--- config.mk ---
export PLATFORM = sky130hd
export DESIGN_NAME = sram_ctl_end_flat
export DESIGN_NICKNAME = d
export VERILOG_FILES = /design/src/shared/sram_link_pkg.sv /design/src/shared/sram_link_if.sv /design/src/hw/sram_ctl_end.sv /design/src/flat_wrapper.sv
export SDC_FILE = /design/constraint.sdc
export NUM_CORES = 1
export LEC_CHECK = 0
export ABC_AREA = 1
export BUFFER_PORTS_ARGS = -buffer_cell sky130_fd_sc_hd__buf_2
export CORE_ASPECT_RATIO = 0.75
export CORE_MARGIN = 1.5
export CORE_UTILIZATION = 40
export DETAILED_ROUTE_END_ITERATION = 8
export HOLD_SLACK_MARGIN = 0.08
export MAX_ROUTING_LAYER = met4
export PLACE_DENSITY_LB_ADDON = 0.12
export SYNTH_ARGS = -nofsm -noshare
export SYNTH_HDL_FRONTEND = slang
export SYNTH_SLANG_ARGS = --single-unit
--- constraint.sdc ---
create_clock -name clk -period 2 [get_ports clk]
set_clock_uncertainty 0.15 [all_clocks]
set_input_delay 0.2 -clock clk [delete_from_list [all_inputs] [get_ports clk]]
set_output_delay 0.2 -clock clk [all_outputs]
set_load 0.01 [all_outputs]
--- src/shared/sram_link_pkg.sv ---
// Shared widths, link timing and latency constants for the burst-of-two SRAM link
package sram_link_pkg;

  // ****************************************
  // Widths
  // ****************************************
  localparam int ADDR_W_DEF = 20;                    // Burst address width
  localparam int DATA_W_DEF = 36;                    // Word width
  localparam int BYTE_W_DEF = 9;                     // Bits per byte lane
  localparam int NBYTE_DEF  = DATA_W_DEF / BYTE_W_DEF;

  // ****************************************
  // Link clock timing
  // ****************************************
  localparam int CLK_PERIOD_NS = 100;                // System clock period
  localparam int K_PERIOD_NS   = 800;                // Main link clock period
  localparam int K_HALF_CYC    = K_PERIOD_NS / CLK_PERIOD_NS / 2;
  localparam int K_DIV_CYC     = 2 * K_HALF_CYC;
  // Divider counts on which the controller changes its pins
  localparam logic [3:0] DIV_LAST     = 4'(K_DIV_CYC - 1);
  localparam logic [3:0] DIV_FALL     = 4'(K_HALF_CYC - 1);
  localparam logic [3:0] DIV_SET_RISE = 4'(K_DIV_CYC - 3);
  localparam logic [3:0] DIV_SET_FALL = 4'(K_HALF_CYC - 3);

  // ****************************************
  // Read latency in half-cycle ticks
  // ****************************************
  localparam logic [2:0] LAT_TICKS_LONG  = 3'h4;     // 2.0 cycles
  localparam logic [2:0] LAT_TICKS_SHORT = 3'h2;     // 1 cycle

  // ****************************************
  // Reset values
  // ****************************************
  localparam logic SLOT_RESET = 1'b0;                // First main rising edge is a read slot

  // Controller read capture states
  typedef enum logic {
    CAP_WORD0 = 1'b0,
    CAP_WORD1 = 1'b1
  } cap_state_t;

endpackage

--- src/shared/sram_link_if.sv ---
// Pin bundle between the memory controller and the SRAM
`timescale 1ns/100ps
interface sram_link_if;
  import sram_link_pkg::*;

  // Clocks from the controller
  logic                  k;
  logic                  k_n;
  // Address and selects
  logic [ADDR_W_DEF-1:0] addr;
  logic                  rd_sel_n;
  logic                  wr_sel_n;
  logic                  latency_select_pin;
  // Write port
  logic [DATA_W_DEF-1:0] wr_data;
  logic [NBYTE_DEF-1:0]  byte_write_select_n;
  // Read port
  logic [DATA_W_DEF-1:0] rd_data;
  logic                  output_valid_flag;
  logic                  echo_clock_out;
  logic                  echo_clock_out_n;

  modport dev (
    input  k, k_n, addr, rd_sel_n, wr_sel_n, latency_select_pin, wr_data, byte_write_select_n,
    output rd_data, output_valid_flag, echo_clock_out, echo_clock_out_n
  );

  modport ctl (
    output k, k_n, addr, rd_sel_n, wr_sel_n, latency_select_pin, wr_data, byte_write_select_n,
    input  rd_data, output_valid_flag, echo_clock_out, echo_clock_out_n
  );
endinterface

--- src/hw/sram_ctl_end.sv ---
// Controller end: makes the link clocks and runs read and write bursts
`timescale 1ns/100ps
module sram_ctl_end
  import sram_link_pkg::*;
(
  // System
  input  wire logic                  clk,
  input  wire logic                  rst_b,
  // Configuration
  input  wire logic                  lat_cfg,
  // Read requests
  input  wire logic                  rd_req,
  input  wire logic [ADDR_W_DEF-1:0] rd_addr,
  output logic                       rd_ready,
  output logic                       rd_valid,
  output logic [DATA_W_DEF-1:0]      rd_data0,
  output logic [DATA_W_DEF-1:0]      rd_data1,
  // Write requests
  input  wire logic                  wr_req,
  input  wire logic [ADDR_W_DEF-1:0] wr_addr,
  input  wire logic [DATA_W_DEF-1:0] wr_data0,
  input  wire logic [DATA_W_DEF-1:0] wr_data1,
  input  wire logic [NBYTE_DEF-1:0]  wr_be0,
  input  wire logic [NBYTE_DEF-1:0]  wr_be1,
  output logic                       wr_ready,
  // Link
  sram_link_if.ctl                   lnk
);

  localparam int AW   = ADDR_W_DEF;
  localparam int DW   = DATA_W_DEF;
  localparam int NB   = NBYTE_DEF;
  localparam int CP_W = 3 + DW;

  // ****************************************
  // Link clock divider and slot phase
  // ****************************************
  logic [3:0] div_r;
  logic       k_r;
  logic       slot_wr_r;
  logic       lat_r;
  logic       cfg_done_r;

  // Main clock from a register, its complement the inverse of that register
  always_ff @(posedge clk) begin
    if (!rst_b) begin
      div_r     <= '0;
      k_r       <= 1'b0;
      slot_wr_r <= SLOT_RESET;
    end else begin
      div_r <= (div_r == DIV_LAST) ? 4'h0 : div_r + 4'h1;
      if (div_r == DIV_LAST) begin
        k_r       <= 1'b1;
        slot_wr_r <= ~slot_wr_r; // RULE3
      end else if (div_r == DIV_FALL) begin
        k_r <= 1'b0;
      end
    end
  end

  // Latency level taken once after reset and then held
  always_ff @(posedge clk) begin
    if (!rst_b) begin
      lat_r      <= 1'b1;
      cfg_done_r <= 1'b0;
    end else if (!cfg_done_r) begin
      lat_r      <= lat_cfg; // RULE17
      cfg_done_r <= 1'b1;
    end
  end

  // ****************************************
  // Request holding
  // ****************************************
  logic          rd_pend_r;
  logic          rd_out_r;
  logic [AW-1:0] rq_radr_r;
  logic          wr_pend_r;
  logic          wr_second_r;
  logic [AW-1:0] rq_wadr_r;
  logic [DW-1:0] wd0_r;
  logic [DW-1:0] wd1_r;
  logic [NB-1:0] be0_r;
  logic [NB-1:0] be1_r;
  logic          set_rise;
  logic          set_fall;
  logic          rd_issue;
  logic          wr_issue;
  logic          burst_done;

  assign rd_ready = ~rd_pend_r & ~rd_out_r;
  assign wr_ready = ~wr_pend_r & ~wr_second_r;
  assign set_rise = (div_r == DIV_SET_RISE);
  assign set_fall = (div_r == DIV_SET_FALL);
  // The slot flag flips at the coming rise, so low means a read slot
  assign rd_issue = set_rise & ~slot_wr_r & rd_pend_r;
  assign wr_issue = set_rise & slot_wr_r & wr_pend_r;

  // Read request held until its slot, then until data returns
  always_ff @(posedge clk) begin
    if (!rst_b) begin
      rd_pend_r <= 1'b0;
      rd_out_r  <= 1'b0;
      rq_radr_r <= '0;
    end else begin
      if (rd_req && rd_ready) begin
        rd_pend_r <= 1'b1;
        rq_radr_r <= rd_addr;
      end else if (rd_issue) begin
        rd_pend_r <= 1'b0;
        rd_out_r  <= 1'b1;
      end else if (burst_done) begin
        rd_out_r  <= 1'b0;
      end
    end
  end

  // Write request held until both words have gone out
  always_ff @(posedge clk) begin
    if (!rst_b) begin
      wr_pend_r   <= 1'b0;
      wr_second_r <= 1'b0;
      rq_wadr_r   <= '0;
      wd0_r       <= '0;
      wd1_r       <= '0;
      be0_r       <= '0;
      be1_r       <= '0;
    end else if (wr_req && wr_ready) begin
      wr_pend_r <= 1'b1;
      rq_wadr_r <= wr_addr;
      wd0_r     <= wr_data0;
      wd1_r     <= wr_data1;
      be0_r     <= wr_be0;
      be1_r     <= wr_be1;
    end else if (wr_issue) begin
      wr_pend_r   <= 1'b0;
      wr_second_r <= 1'b1;
    end else if (set_fall) begin
      wr_second_r <= 1'b0;
    end
  end

  // ****************************************
  // Pin drive, mid-way between edges
  // ****************************************
  logic [AW-1:0] addr_r;
  logic          rsel_n_r;
  logic          wsel_n_r;
  logic [DW-1:0] d_r;
  logic [NB-1:0] bw_n_r;

  always_ff @(posedge clk) begin
    if (!rst_b) begin
      addr_r   <= '0;
      rsel_n_r <= 1'b1;
      wsel_n_r <= 1'b1;
      d_r      <= '0;
      bw_n_r   <= '1;
    end else if (set_rise) begin
      rsel_n_r <= ~rd_issue;                       // RULE10
      wsel_n_r <= ~wr_issue;                       // RULE10
      if (rd_issue) begin
        addr_r <= rq_radr_r;                       // RULE2 RULE3
      end else if (wr_issue) begin
        addr_r <= rq_wadr_r;                       // RULE2 RULE3
        d_r    <= wd0_r;                           // RULE4
        bw_n_r <= ~be0_r;                          // RULE15
      end
    end else if (set_fall) begin
      rsel_n_r <= 1'b1;
      wsel_n_r <= 1'b1;
      if (wr_second_r) begin
        d_r    <= wd1_r;                           // RULE4 RULE5
        bw_n_r <= ~be1_r;                          // RULE15
      end
    end
  end

  assign lnk.k                   = k_r;
  assign lnk.k_n                 = ~k_r;
  assign lnk.addr                = addr_r;
  assign lnk.rd_sel_n            = rsel_n_r;
  assign lnk.wr_sel_n            = wsel_n_r;
  assign lnk.wr_data             = d_r;
  assign lnk.byte_write_select_n = bw_n_r;
  assign lnk.latency_select_pin  = lat_r;          // RULE17

  // ****************************************
  // Read capture on echo clocks
  // ****************************************
  logic [CP_W-1:0] cp_s1_r;
  logic [CP_W-1:0] cp_s2_r;
  logic            e_s3_r;
  logic            e_s;
  logic            en_s;
  logic            v_s;
  logic [DW-1:0]   q_s;
  logic            e_edge;
  cap_state_t      cap_r;

  // Two flops on returning pins
  always_ff @(posedge clk) begin
    if (!rst_b) begin
      cp_s1_r <= '0;
      cp_s2_r <= '0;
      e_s3_r  <= 1'b0;
    end else begin
      cp_s1_r <= {lnk.echo_clock_out, lnk.echo_clock_out_n, lnk.output_valid_flag, lnk.rd_data};
      cp_s2_r <= cp_s1_r;
      e_s3_r  <= e_s;
    end
  end

  assign {e_s, en_s, v_s, q_s} = cp_s2_r;
  // A rising edge of either echo clock is a change of the true one
  assign e_edge     = (e_s & ~e_s3_r) | (en_s & e_s3_r);
  assign burst_done = e_edge & v_s & (cap_r == CAP_WORD1);

  // Pair the two words of a burst
  always_ff @(posedge clk) begin
    if (!rst_b) begin
      cap_r    <= CAP_WORD0;
      rd_data0 <= '0;
      rd_data1 <= '0;
      rd_valid <= 1'b0;
    end else begin
      rd_valid <= burst_done;
      if (e_edge && v_s) begin
        unique case (cap_r)
          CAP_WORD0: begin
            rd_data0 <= q_s;                       // RULE9
            cap_r    <= CAP_WORD1;
          end
          CAP_WORD1: begin
            rd_data1 <= q_s;                       // RULE9
            cap_r    <= CAP_WORD0;
          end
        endcase
      end
    end
  end

endmodule

--- src/flat_wrapper.sv ---
// flat-port wrapper written by rule: the top's interface ports become plain ports
module sram_ctl_end_flat import sram_link_pkg::*;
  (clk, rst_b, lat_cfg, rd_req, rd_addr, rd_ready, rd_valid, rd_data0, rd_data1, wr_req, wr_addr, wr_data0, wr_data1, wr_be0, wr_be1, wr_ready, lnk_k, lnk_k_n, lnk_addr, lnk_rd_sel_n, lnk_wr_sel_n, lnk_latency_select_pin, lnk_wr_data, lnk_byte_write_select_n, lnk_rd_data, lnk_output_valid_flag, lnk_echo_clock_out, lnk_echo_clock_out_n);
  sram_link_if lnk_i ();
  input  wire logic clk;
  input  wire logic rst_b;
  input  wire logic lat_cfg;
  input  wire logic rd_req;
  input  wire logic [ADDR_W_DEF-1:0] rd_addr;
  output logic rd_ready;
  output logic rd_valid;
  output logic [DATA_W_DEF-1:0] rd_data0;
  output logic [DATA_W_DEF-1:0] rd_data1;
  input  wire logic wr_req;
  input  wire logic [ADDR_W_DEF-1:0] wr_addr;
  input  wire logic [DATA_W_DEF-1:0] wr_data0;
  input  wire logic [DATA_W_DEF-1:0] wr_data1;
  input  wire logic [NBYTE_DEF-1:0] wr_be0;
  input  wire logic [NBYTE_DEF-1:0] wr_be1;
  output logic wr_ready;
  output wire logic [$bits(lnk_i.k)-1:0] lnk_k;
  output wire logic [$bits(lnk_i.k_n)-1:0] lnk_k_n;
  output wire logic [$bits(lnk_i.addr)-1:0] lnk_addr;
  output wire logic [$bits(lnk_i.rd_sel_n)-1:0] lnk_rd_sel_n;
  output wire logic [$bits(lnk_i.wr_sel_n)-1:0] lnk_wr_sel_n;
  output wire logic [$bits(lnk_i.latency_select_pin)-1:0] lnk_latency_select_pin;
  output wire logic [$bits(lnk_i.wr_data)-1:0] lnk_wr_data;
  output wire logic [$bits(lnk_i.byte_write_select_n)-1:0] lnk_byte_write_select_n;
  input wire logic [$bits(lnk_i.rd_data)-1:0] lnk_rd_data;
  input wire logic [$bits(lnk_i.output_valid_flag)-1:0] lnk_output_valid_flag;
  input wire logic [$bits(lnk_i.echo_clock_out)-1:0] lnk_echo_clock_out;
  input wire logic [$bits(lnk_i.echo_clock_out_n)-1:0] lnk_echo_clock_out_n;
  assign lnk_k = lnk_i.k;
  assign lnk_k_n = lnk_i.k_n;
  assign lnk_addr = lnk_i.addr;
  assign lnk_rd_sel_n = lnk_i.rd_sel_n;
  assign lnk_wr_sel_n = lnk_i.wr_sel_n;
  assign lnk_latency_select_pin = lnk_i.latency_select_pin;
  assign lnk_wr_data = lnk_i.wr_data;
  assign lnk_byte_write_select_n = lnk_i.byte_write_select_n;
  assign lnk_i.rd_data = lnk_rd_data;
  assign lnk_i.output_valid_flag = lnk_output_valid_flag;
  assign lnk_i.echo_clock_out = lnk_echo_clock_out;
  assign lnk_i.echo_clock_out_n = lnk_echo_clock_out_n;
  sram_ctl_end u_core (.clk(clk), .rst_b(rst_b), .lat_cfg(lat_cfg), .rd_req(rd_req), .rd_addr(rd_addr), .rd_ready(rd_ready), .rd_valid(rd_valid), .rd_data0(rd_data0), .rd_data1(rd_data1), .wr_req(wr_req), .wr_addr(wr_addr), .wr_data0(wr_data0), .wr_data1(wr_data1), .wr_be0(wr_be0), .wr_be1(wr_be1), .wr_ready(wr_ready), .lnk(lnk_i));
endmodule
==> results of run 1 <==
## cells in the mapped netlist
cell type,instances,area (um^2)
buf_2,35,175
nand2_2,2,12.5
o21ai_0,130,651
ha_1,2,25.0
buf_6,5,56.3
buf_1,8,30.0
xnor2_1,1,8.76
buf_4,4,30.0
o21a_1,1,7.51
nor2_4,2,22.5
nand2_1,407,1530
o21ai_1,1,5.00
nand4_4,1,21.3
clkbuf_1,57,214
o211ai_1,1,7.51
nand4_2,1,12.5
nand3_1,143,716
inv_1,168,631
a21oi_1,111,556
dfxtp_1,347,6950
nor2_1,231,867
inv_2,3,11.3
## metrics by stage
stage | TNS, ps | worst slack [ps] | utilization (%) | total power, W
6_report | 0 | 128 | 56.9 | 0.0152
2_1_floorplan | 0 | 314 | - | 0.00819
3_5_place_dp | 0 | 92.1 | 47.6 | 0.00865
5_1_grt | -2.55 | -2.55 | 56.9 | 0.0159
4_1_cts | 0 | 75.3 | 56.6 | 0.0154
3_3_place_gp | 0 | 213 | 47.6 | 0.00863
## state kept, by name, summed over array words and instances (netlist names), 4 cells and up
register,count
u_core.div_r,4
u_core.be1_r,4
u_core.cp_s2_r,39
u_core.wd0_r,36
u_core.cp_s1_r,39
u_core.wd1_r,36
u_core.rd_data0,36
u_core.lnk.addr,20
u_core.rq_wadr_r,20
u_core.rd_data1,36
u_core.lnk.wr_data,36
u_core.rq_radr_r,20
u_core.lnk.byte_write_select_n,4
u_core.be0_r,4
## worst max-delay path: cells and delay by family (launching register included)
kind	cells	cell delay, ps
flip-flops	1	360
AND/OR/NAND/NOR	6	730
buffers and inverters	2	310
adder cells (fa/ha/maj)	1	190
## cell families (layout without fill, tap and decap cells)
group | Yosys count | count (layout)
compound gates | 244 | 244
xor+xnor | 1 | 1
fa+ha+maj | 2 | 2
buf+inv | 280 | 735
flops | 347 | 347
other cells | 0 | 3
simple gates | 787 | 787
## routing by layer
layer | global-route usage (%) | wire length (um)
met1 | 28.2 | 16900
met2 | 35.6 | 16400
met3 | 4.37 | 2120
met4 | 7.32 | 852
met5 | - | 0
## power by group
group          total (W)  internal [W]  switching, W
Sequential       0.00737       0.00724      0.000135
Combinational    0.00139      0.000649      0.000737
Clock            0.00648       0.00377       0.00271
Total             0.0152        0.0117       0.00358
## layout make-up
| type | instances | area, um^2 | share of cell area [%] |
|---|---|---|---|
| diodes | 3 | 7.51 | 0.0433 |
| well taps | 399 | 499 | 2.88 |
| clock inverters | 13 | 125 | 0.722 |
| multi-input cells | 1034 | 4470 | 25.8 |
| inverters | 171 | 642 | 3.70 |
| repair buffers | 503 | 3640 | 21.0 |
| clock buffers | 48 | 997 | 5.75 |
| flip-flops and latches | 347 | 6950 | 40.1 |
## what timing repair did
action,CTS,global route
endpoints found under the hold margin,167,0
setup endpoints to repair,0,41
resized for setup,0,4
setup buffers,0,3
hold buffers,162,0
## placed cells by master (no fill, tap or decap), types with 3 or more instances in the layout
master and n:
nand2_1 406, dfxtp_1 346, buf_2 302, nor2_1 231
inv_1 167, dlygate4sd3_1 162, nand3_1 142, o21ai_0 129
a21oi_1 110, clkbuf_16 39, buf_4 22, buf_12 14
clkbuf_1 8, clkinv_2 8, inv_2 4, clkbuf_8 4
diode_2 3, nand2_4 3
## path summary, 6_finish.rpt
| kind | from | endpoint | slack, ps |
|---|---|---|---|
| worst max register to register | u_core.div_r[0] | u_core.lnk.wr_data[25] | 130 |
| worst min register to register | u_core.cp_s1_r[3] | u_core.cp_s2_r[3] | 250 |
| worst min-delay path | rd_req | u_core.rd_pend_r | 120 |
| worst max-delay path | u_core.div_r[0] | u_core.lnk.wr_data[25] | 130 |
==> impl_summary.txt, run 1 <==
----------------------------------------------------
[Power]
  Max rail drop VDD ... 0.541 mV
  Power density over cell area ... 879 nW/um^2
  Static leakage ... 8.75 nW

[Global routing]
  Total global-route track usage ... 22.2%
  Vias in the first global route ... 11200
  Overflow after GRT ... 0
  Largest net degree at the start of global routing ... 81
  First-pass GRT wire length ... 56700 um
  Number of antenna violations at the first check in global routing ... 3

[Setup path]
  Data arrival time at the worst-slack endpoint ... 2130 ps
  Worst stage delay on the critical path ... 360 ps
  Setup crit end kind ... flip-flop
  Cells along the critical path ... ha_1 -> inv_1 -> nor2_4 -> nand4_4 -> nand2_4 -> nand2_4 -> clkbuf_16 -> nor2_1 -> nor2_1
  Cell depth of the worst flop-to-flop path ... 9
  Data required time at the worst endpoint ... 2260 ps
  Startpoint-to-endpoint class of the critical path ... reg2reg
  Max FO, Critical Path ... 38
  Critical path startpoint category ... flip-flop
  CP max-delay cell ... dfxtp_2

[Synthesis]
  Dominant combinational cell family by area after synthesis ... simple AND/OR/NAND/NOR gates
  Area fraction in compound gates after synthesis ... 9.78%
  Synth Cell Area ... 12500 um^2
  Synth Instances ... 1661
  Yosys reg bits ... 347
  Share of synthesized cell area in and, or, nand and nor gates ... 25.4%
  Arithmetic-cell share of the synthesized area counting full adders, half adders and majority gates ... 0.200%
  Mux share of post-synthesis cell area ... 0%
  Synthesized Nets ... 1827
  Total number of yosys warnings ... 0
  Portion of the post-synthesis area used by sequential elements ... 55.4%
  Mean post-synth cell area ... 7.55 um^2
  Distinct cell type count after synthesis ... 22
  Xor and xnor fraction of the mapped netlist area ... 0.0699%

[STA]
  Max Clk Rate ... 534 MHz
  Worst hold margin ... 120 ps
  Actual slew at the worst max-slew pin ... 465 ps
  Max-slew headroom ... 69.0%
  Final-report max-slew violation count ... 0
  Final Hold Fails ... 0
  Final critical-path required period ... 1870 ps
  Endpoints failing setup ... 0
  Ratio of final minimum period to clock period ... 93.6%

[Detailed routing]
  DR vias/cell ... 4.65
  Wire length after detailed routing ... 36300 um
  Per-cell routed wire length ... 14.4 um
  Count of routing violations after the opening detailed-route iteration ... 719
  Antenna viol nets, final ... 0
  Via count ... 11700
  Detailed-route DRC error count ... 15
  Number of detailed-routing iterations run before antenna repair ... 8

[Floorplanning]
  Chip Width ... 207 um
  Die area ... 32400 um^2
  Y dimension of the die ... 156 um
  Top-level port count ... 304
  Floorplan row count ... 55
  Core Region ... 30500 um^2
  Initial Util ... 41.1%

[Place]
  Hpwl dp ... 21900 um
  GPL Wtd Cong ... 0.780
  Number of I/O port buffers ... 303
  Placed instance count ... 2287
  Cell Area, Placed ... 14500 um^2

[Cells and area]
  Fraction of layout instances using a drive strength above 1 ... 19.3%
  Number of nets in the layout ... 2259
  Non-filler cells, final ... 2518
  Count of fill cells added during filler insertion ... 2852
  Cell area after layout ... 17300 um^2
  Area growth from synthesis to layout ... 38.3%

[Clock network]
  Clock tree from TritonCTS ... yes
  Clk sink count ... 347
  CTS H-tree depth ... 2
  Clk buf depth ... 3
  Clock insertion delay at the later pin of the skew report ... 530 ps
  Number of buffers added by the clock tree synthesis step ... 36
  Clock input transition at the sequential cells of the worst setup and hold paths ... 60 ps
  Root buffer cell ... clkbuf_16

[Run status]
  Run status ... finished with violations
  Failing checks ... DRC

[Hold path]
  Worst hold path depth ... 4
  Classification of the worst-slack hold path ... in2reg

[Job]
  Max-capacitance violation count ... 0

----------------------------------------------------
(Power assumes the default switching activity.)
==> inputs of run 2 (changes only) <==
--- a/config.mk
+++ b/config.mk
@@ -7,7 +7,7 @@
 export LEC_CHECK = 0
 export ABC_AREA = 1
 export BUFFER_PORTS_ARGS = -buffer_cell sky130_fd_sc_hd__buf_2
-export CORE_ASPECT_RATIO = 0.75
+export CORE_ASPECT_RATIO = 1.4
 export CORE_MARGIN = 1.5
 export CORE_UTILIZATION = 40
 export DETAILED_ROUTE_END_ITERATION = 8
==> run 2 against run 1 <==
  * The flow now finishes without violations
  * First-iteration DRC count is 11% lower
  * Worst setup slack lost 38 ps
  * Count of clock-buffer cells in the layout rose by 4
  * Power decreased by 0.49%
  * Sequential power barely moved
  * Fmax fell by 2.0%
  * Utilization grew 0.060 points
  * Register-to-register slack worse by 40 ps
  * Largest cell class unchanged
  * Highest routed layer unchanged
==> impl_summary.txt, run 2 (synthesized netlist as in run 1, its figures left out) <==
----------------------------------------------------
[Setup path]
  Top Family by Delay on Critical Path ... buffers and inverters
  Cell depth of the worst flop-to-flop path ... 6
  Number of gates on the worst path with buffers counted ... 6
  Data required time at the worst endpoint ... 2310 ps
  Critical path startpoint category ... input pin
  CP max-delay cell ... dlygate4sd3_1
  Cell repeated most along the worst path ... dlygate4sd3_1
  Cells along the critical path ... dlygate4sd3_1 -> clkbuf_8 -> buf_12 -> o21ai_0 -> a21oi_1 -> dlygate4sd3_1
  Critical path buffer and inverter count ... 4
  Setup crit end kind ... flip-flop
  Max FO, Critical Path ... 56
  Startpoint-to-endpoint class of the critical path ... in2reg
  Worst stage delay on the critical path ... 560 ps
  Data arrival time at the worst-slack endpoint ... 2220 ps

[Place]
  Post-place setup slack ... 53.5 ps
  Number of I/O port buffers ... 303
  GPL Wtd Cong ... 0.797
  Hpwl dp ... 21700 um
  Cell Area, Placed ... 14500 um^2
  Placed instance count ... 2278

[Cells and area]
  Highest-count cells in the layout ignoring fill and taps ... nand2_1 (406), dfxtp_1 (347), buf_2 (302), nor2_1 (229), dlygate4sd3_1 (190)
  Antenna diodes ... 0
  Non-filler cells, final ... 2527
  Leading cell type in the layout, fill and taps excluded ... nand2_1
  Cell area after layout ... 17500 um^2
  Regs by FF count ... u_core.cp_s1_r: 39 flops, u_core.cp_s2_r: 39 flops
  Number of nets in the layout ... 2283
  Area growth from synthesis to layout ... 39.9%
  Fraction of layout instances using a drive strength above 1 ... 19.0%

[Clock network]
  Number of buffers added by the clock tree synthesis step ... 35
  Clock input transition at the sequential cells of the worst setup and hold paths ... 60 ps
  Clk sink count ... 347
  CTS H-tree depth ... 2
  Root buffer cell ... clkbuf_16
  Clock tree from TritonCTS ... yes
  Clock insertion delay at the later pin of the skew report ... 520 ps
  Clk buf depth ... 3

[Hold path]
  Classification of the worst-slack hold path ... reg2reg
  Worst hold path depth ... 2

[STA]
  Max-slew headroom ... 69.3%
  Worst hold margin ... 258 ps
  Final Hold Fails ... 0
  Post-layout worst setup margin ... 89.3 ps
  Ratio of final minimum period to clock period ... 95.5%
  Actual slew at the worst max-slew pin ... 461 ps
  Final-report max-slew violation count ... 0
  Endpoints failing setup ... 0
  Final critical-path required period ... 1910 ps
  Max Clk Rate ... 523 MHz

[Global routing]
  Overflow after GRT ... 0
  Number of antenna violations at the first check in global routing ... 0
  Vias in the first global route ... 11400
  First-pass GRT wire length ... 55700 um
  Largest net degree at the start of global routing ... 94
  Total global-route track usage ... 21.6%

[Detailed routing]
  Antenna viol nets, final ... 0
  Per-cell routed wire length ... 13.9 um
  DR vias/cell ... 4.69
  Count of routing violations after the opening detailed-route iteration ... 640
  Wire length after detailed routing ... 35100 um
  Number of detailed-routing iterations run before antenna repair ... 5
  Detailed-route DRC error count ... 0
  Via count ... 11900

[Floorplanning]
  Die area ... 32400 um^2
  Floorplan row count ... 76
  Top-level port count ... 304
  Y dimension of the die ... 212 um
  Core Region ... 30800 um^2
  Chip Width ... 153 um
  Initial Util ... 40.7%

[Power]
  Post-route total power ... 0.0152 W
  Power density over cell area ... 864 nW/um^2
  Max rail drop VDD ... 0.588 mV
  Static leakage ... 8.86 nW

[Job]
  Max-capacitance violation count ... 0

[Run status]
  Run status ... finished, final reports clean

----------------------------------------------------
run 2: area by class of cell:
class	instances	area, um^2
fillers	2950	13300
flip-flops and latches	347	6950
multi-input cells	1034	4480
repair buffers	528	3880
clock buffers	52	1050
inverters	171	642
well taps	390	488
clock inverters	5	53.8
run 2: worst paths after layout:
kind                            from                    to  slack, ps
setup / recovery               rst_b   u_core.rq_radr_r[3]         90
hold / removal    u_core.cp_s1_r[11]    u_core.cp_s2_r[11]        260
setup reg to reg    u_core.rd_pend_r  u_core.rq_radr_r[11]         90
hold reg to reg   u_core.cp_s1_r[11]    u_core.cp_s2_r[11]        260
run 2: tightest hold or removal path, delay by kind of cell (launching register included):
family                 cells  cell delay, ps
DFF                        1             300
buffers and inverters      1              40
and+or+nand+nor            1              40
run 2: layer usage:
metal  global-route usage [%]  vias up  part of all wire, %
met3                     3.69       61                  5.3
met1                     25.1     5405                   42
met4                     7.43        0                  2.8
li1                         -     6073                    -
met2                     37.5      321                   50
met5                        -        -                    0
run 2: what timing repair did:
| item | 4_1_cts | 5_1_grt |
|---|---|---|
| hold buffers | 190 | 0 |
| endpoints found under the hold margin | 175 | 0 |
| resized for setup | 0 | 11 |
| endpoints found under the setup margin | 0 | 68 |
| buffers inserted | 0 | 1 |
run 2: per-stage QoR:
stage	TNS, ps	util (%)
floorplan	0	-
global placement	0	46.9
detailed placement	0	46.9
CTS	0	56.7
global route	-3.48	56.9
finish	0	56.9
run 2: where the power goes:
part / total (W) / leakage (nW) / switching [W] / internal, W
logic: 0.00143 / 5.46 / 0.000733 / 0.000696
clock network: 0.00636 / 0.548 / 0.00262 / 0.00374
registers: 0.00737 / 2.84 / 0.000137 / 0.00724
total: 0.0152 / 8.86 / 0.00349 / 0.0117
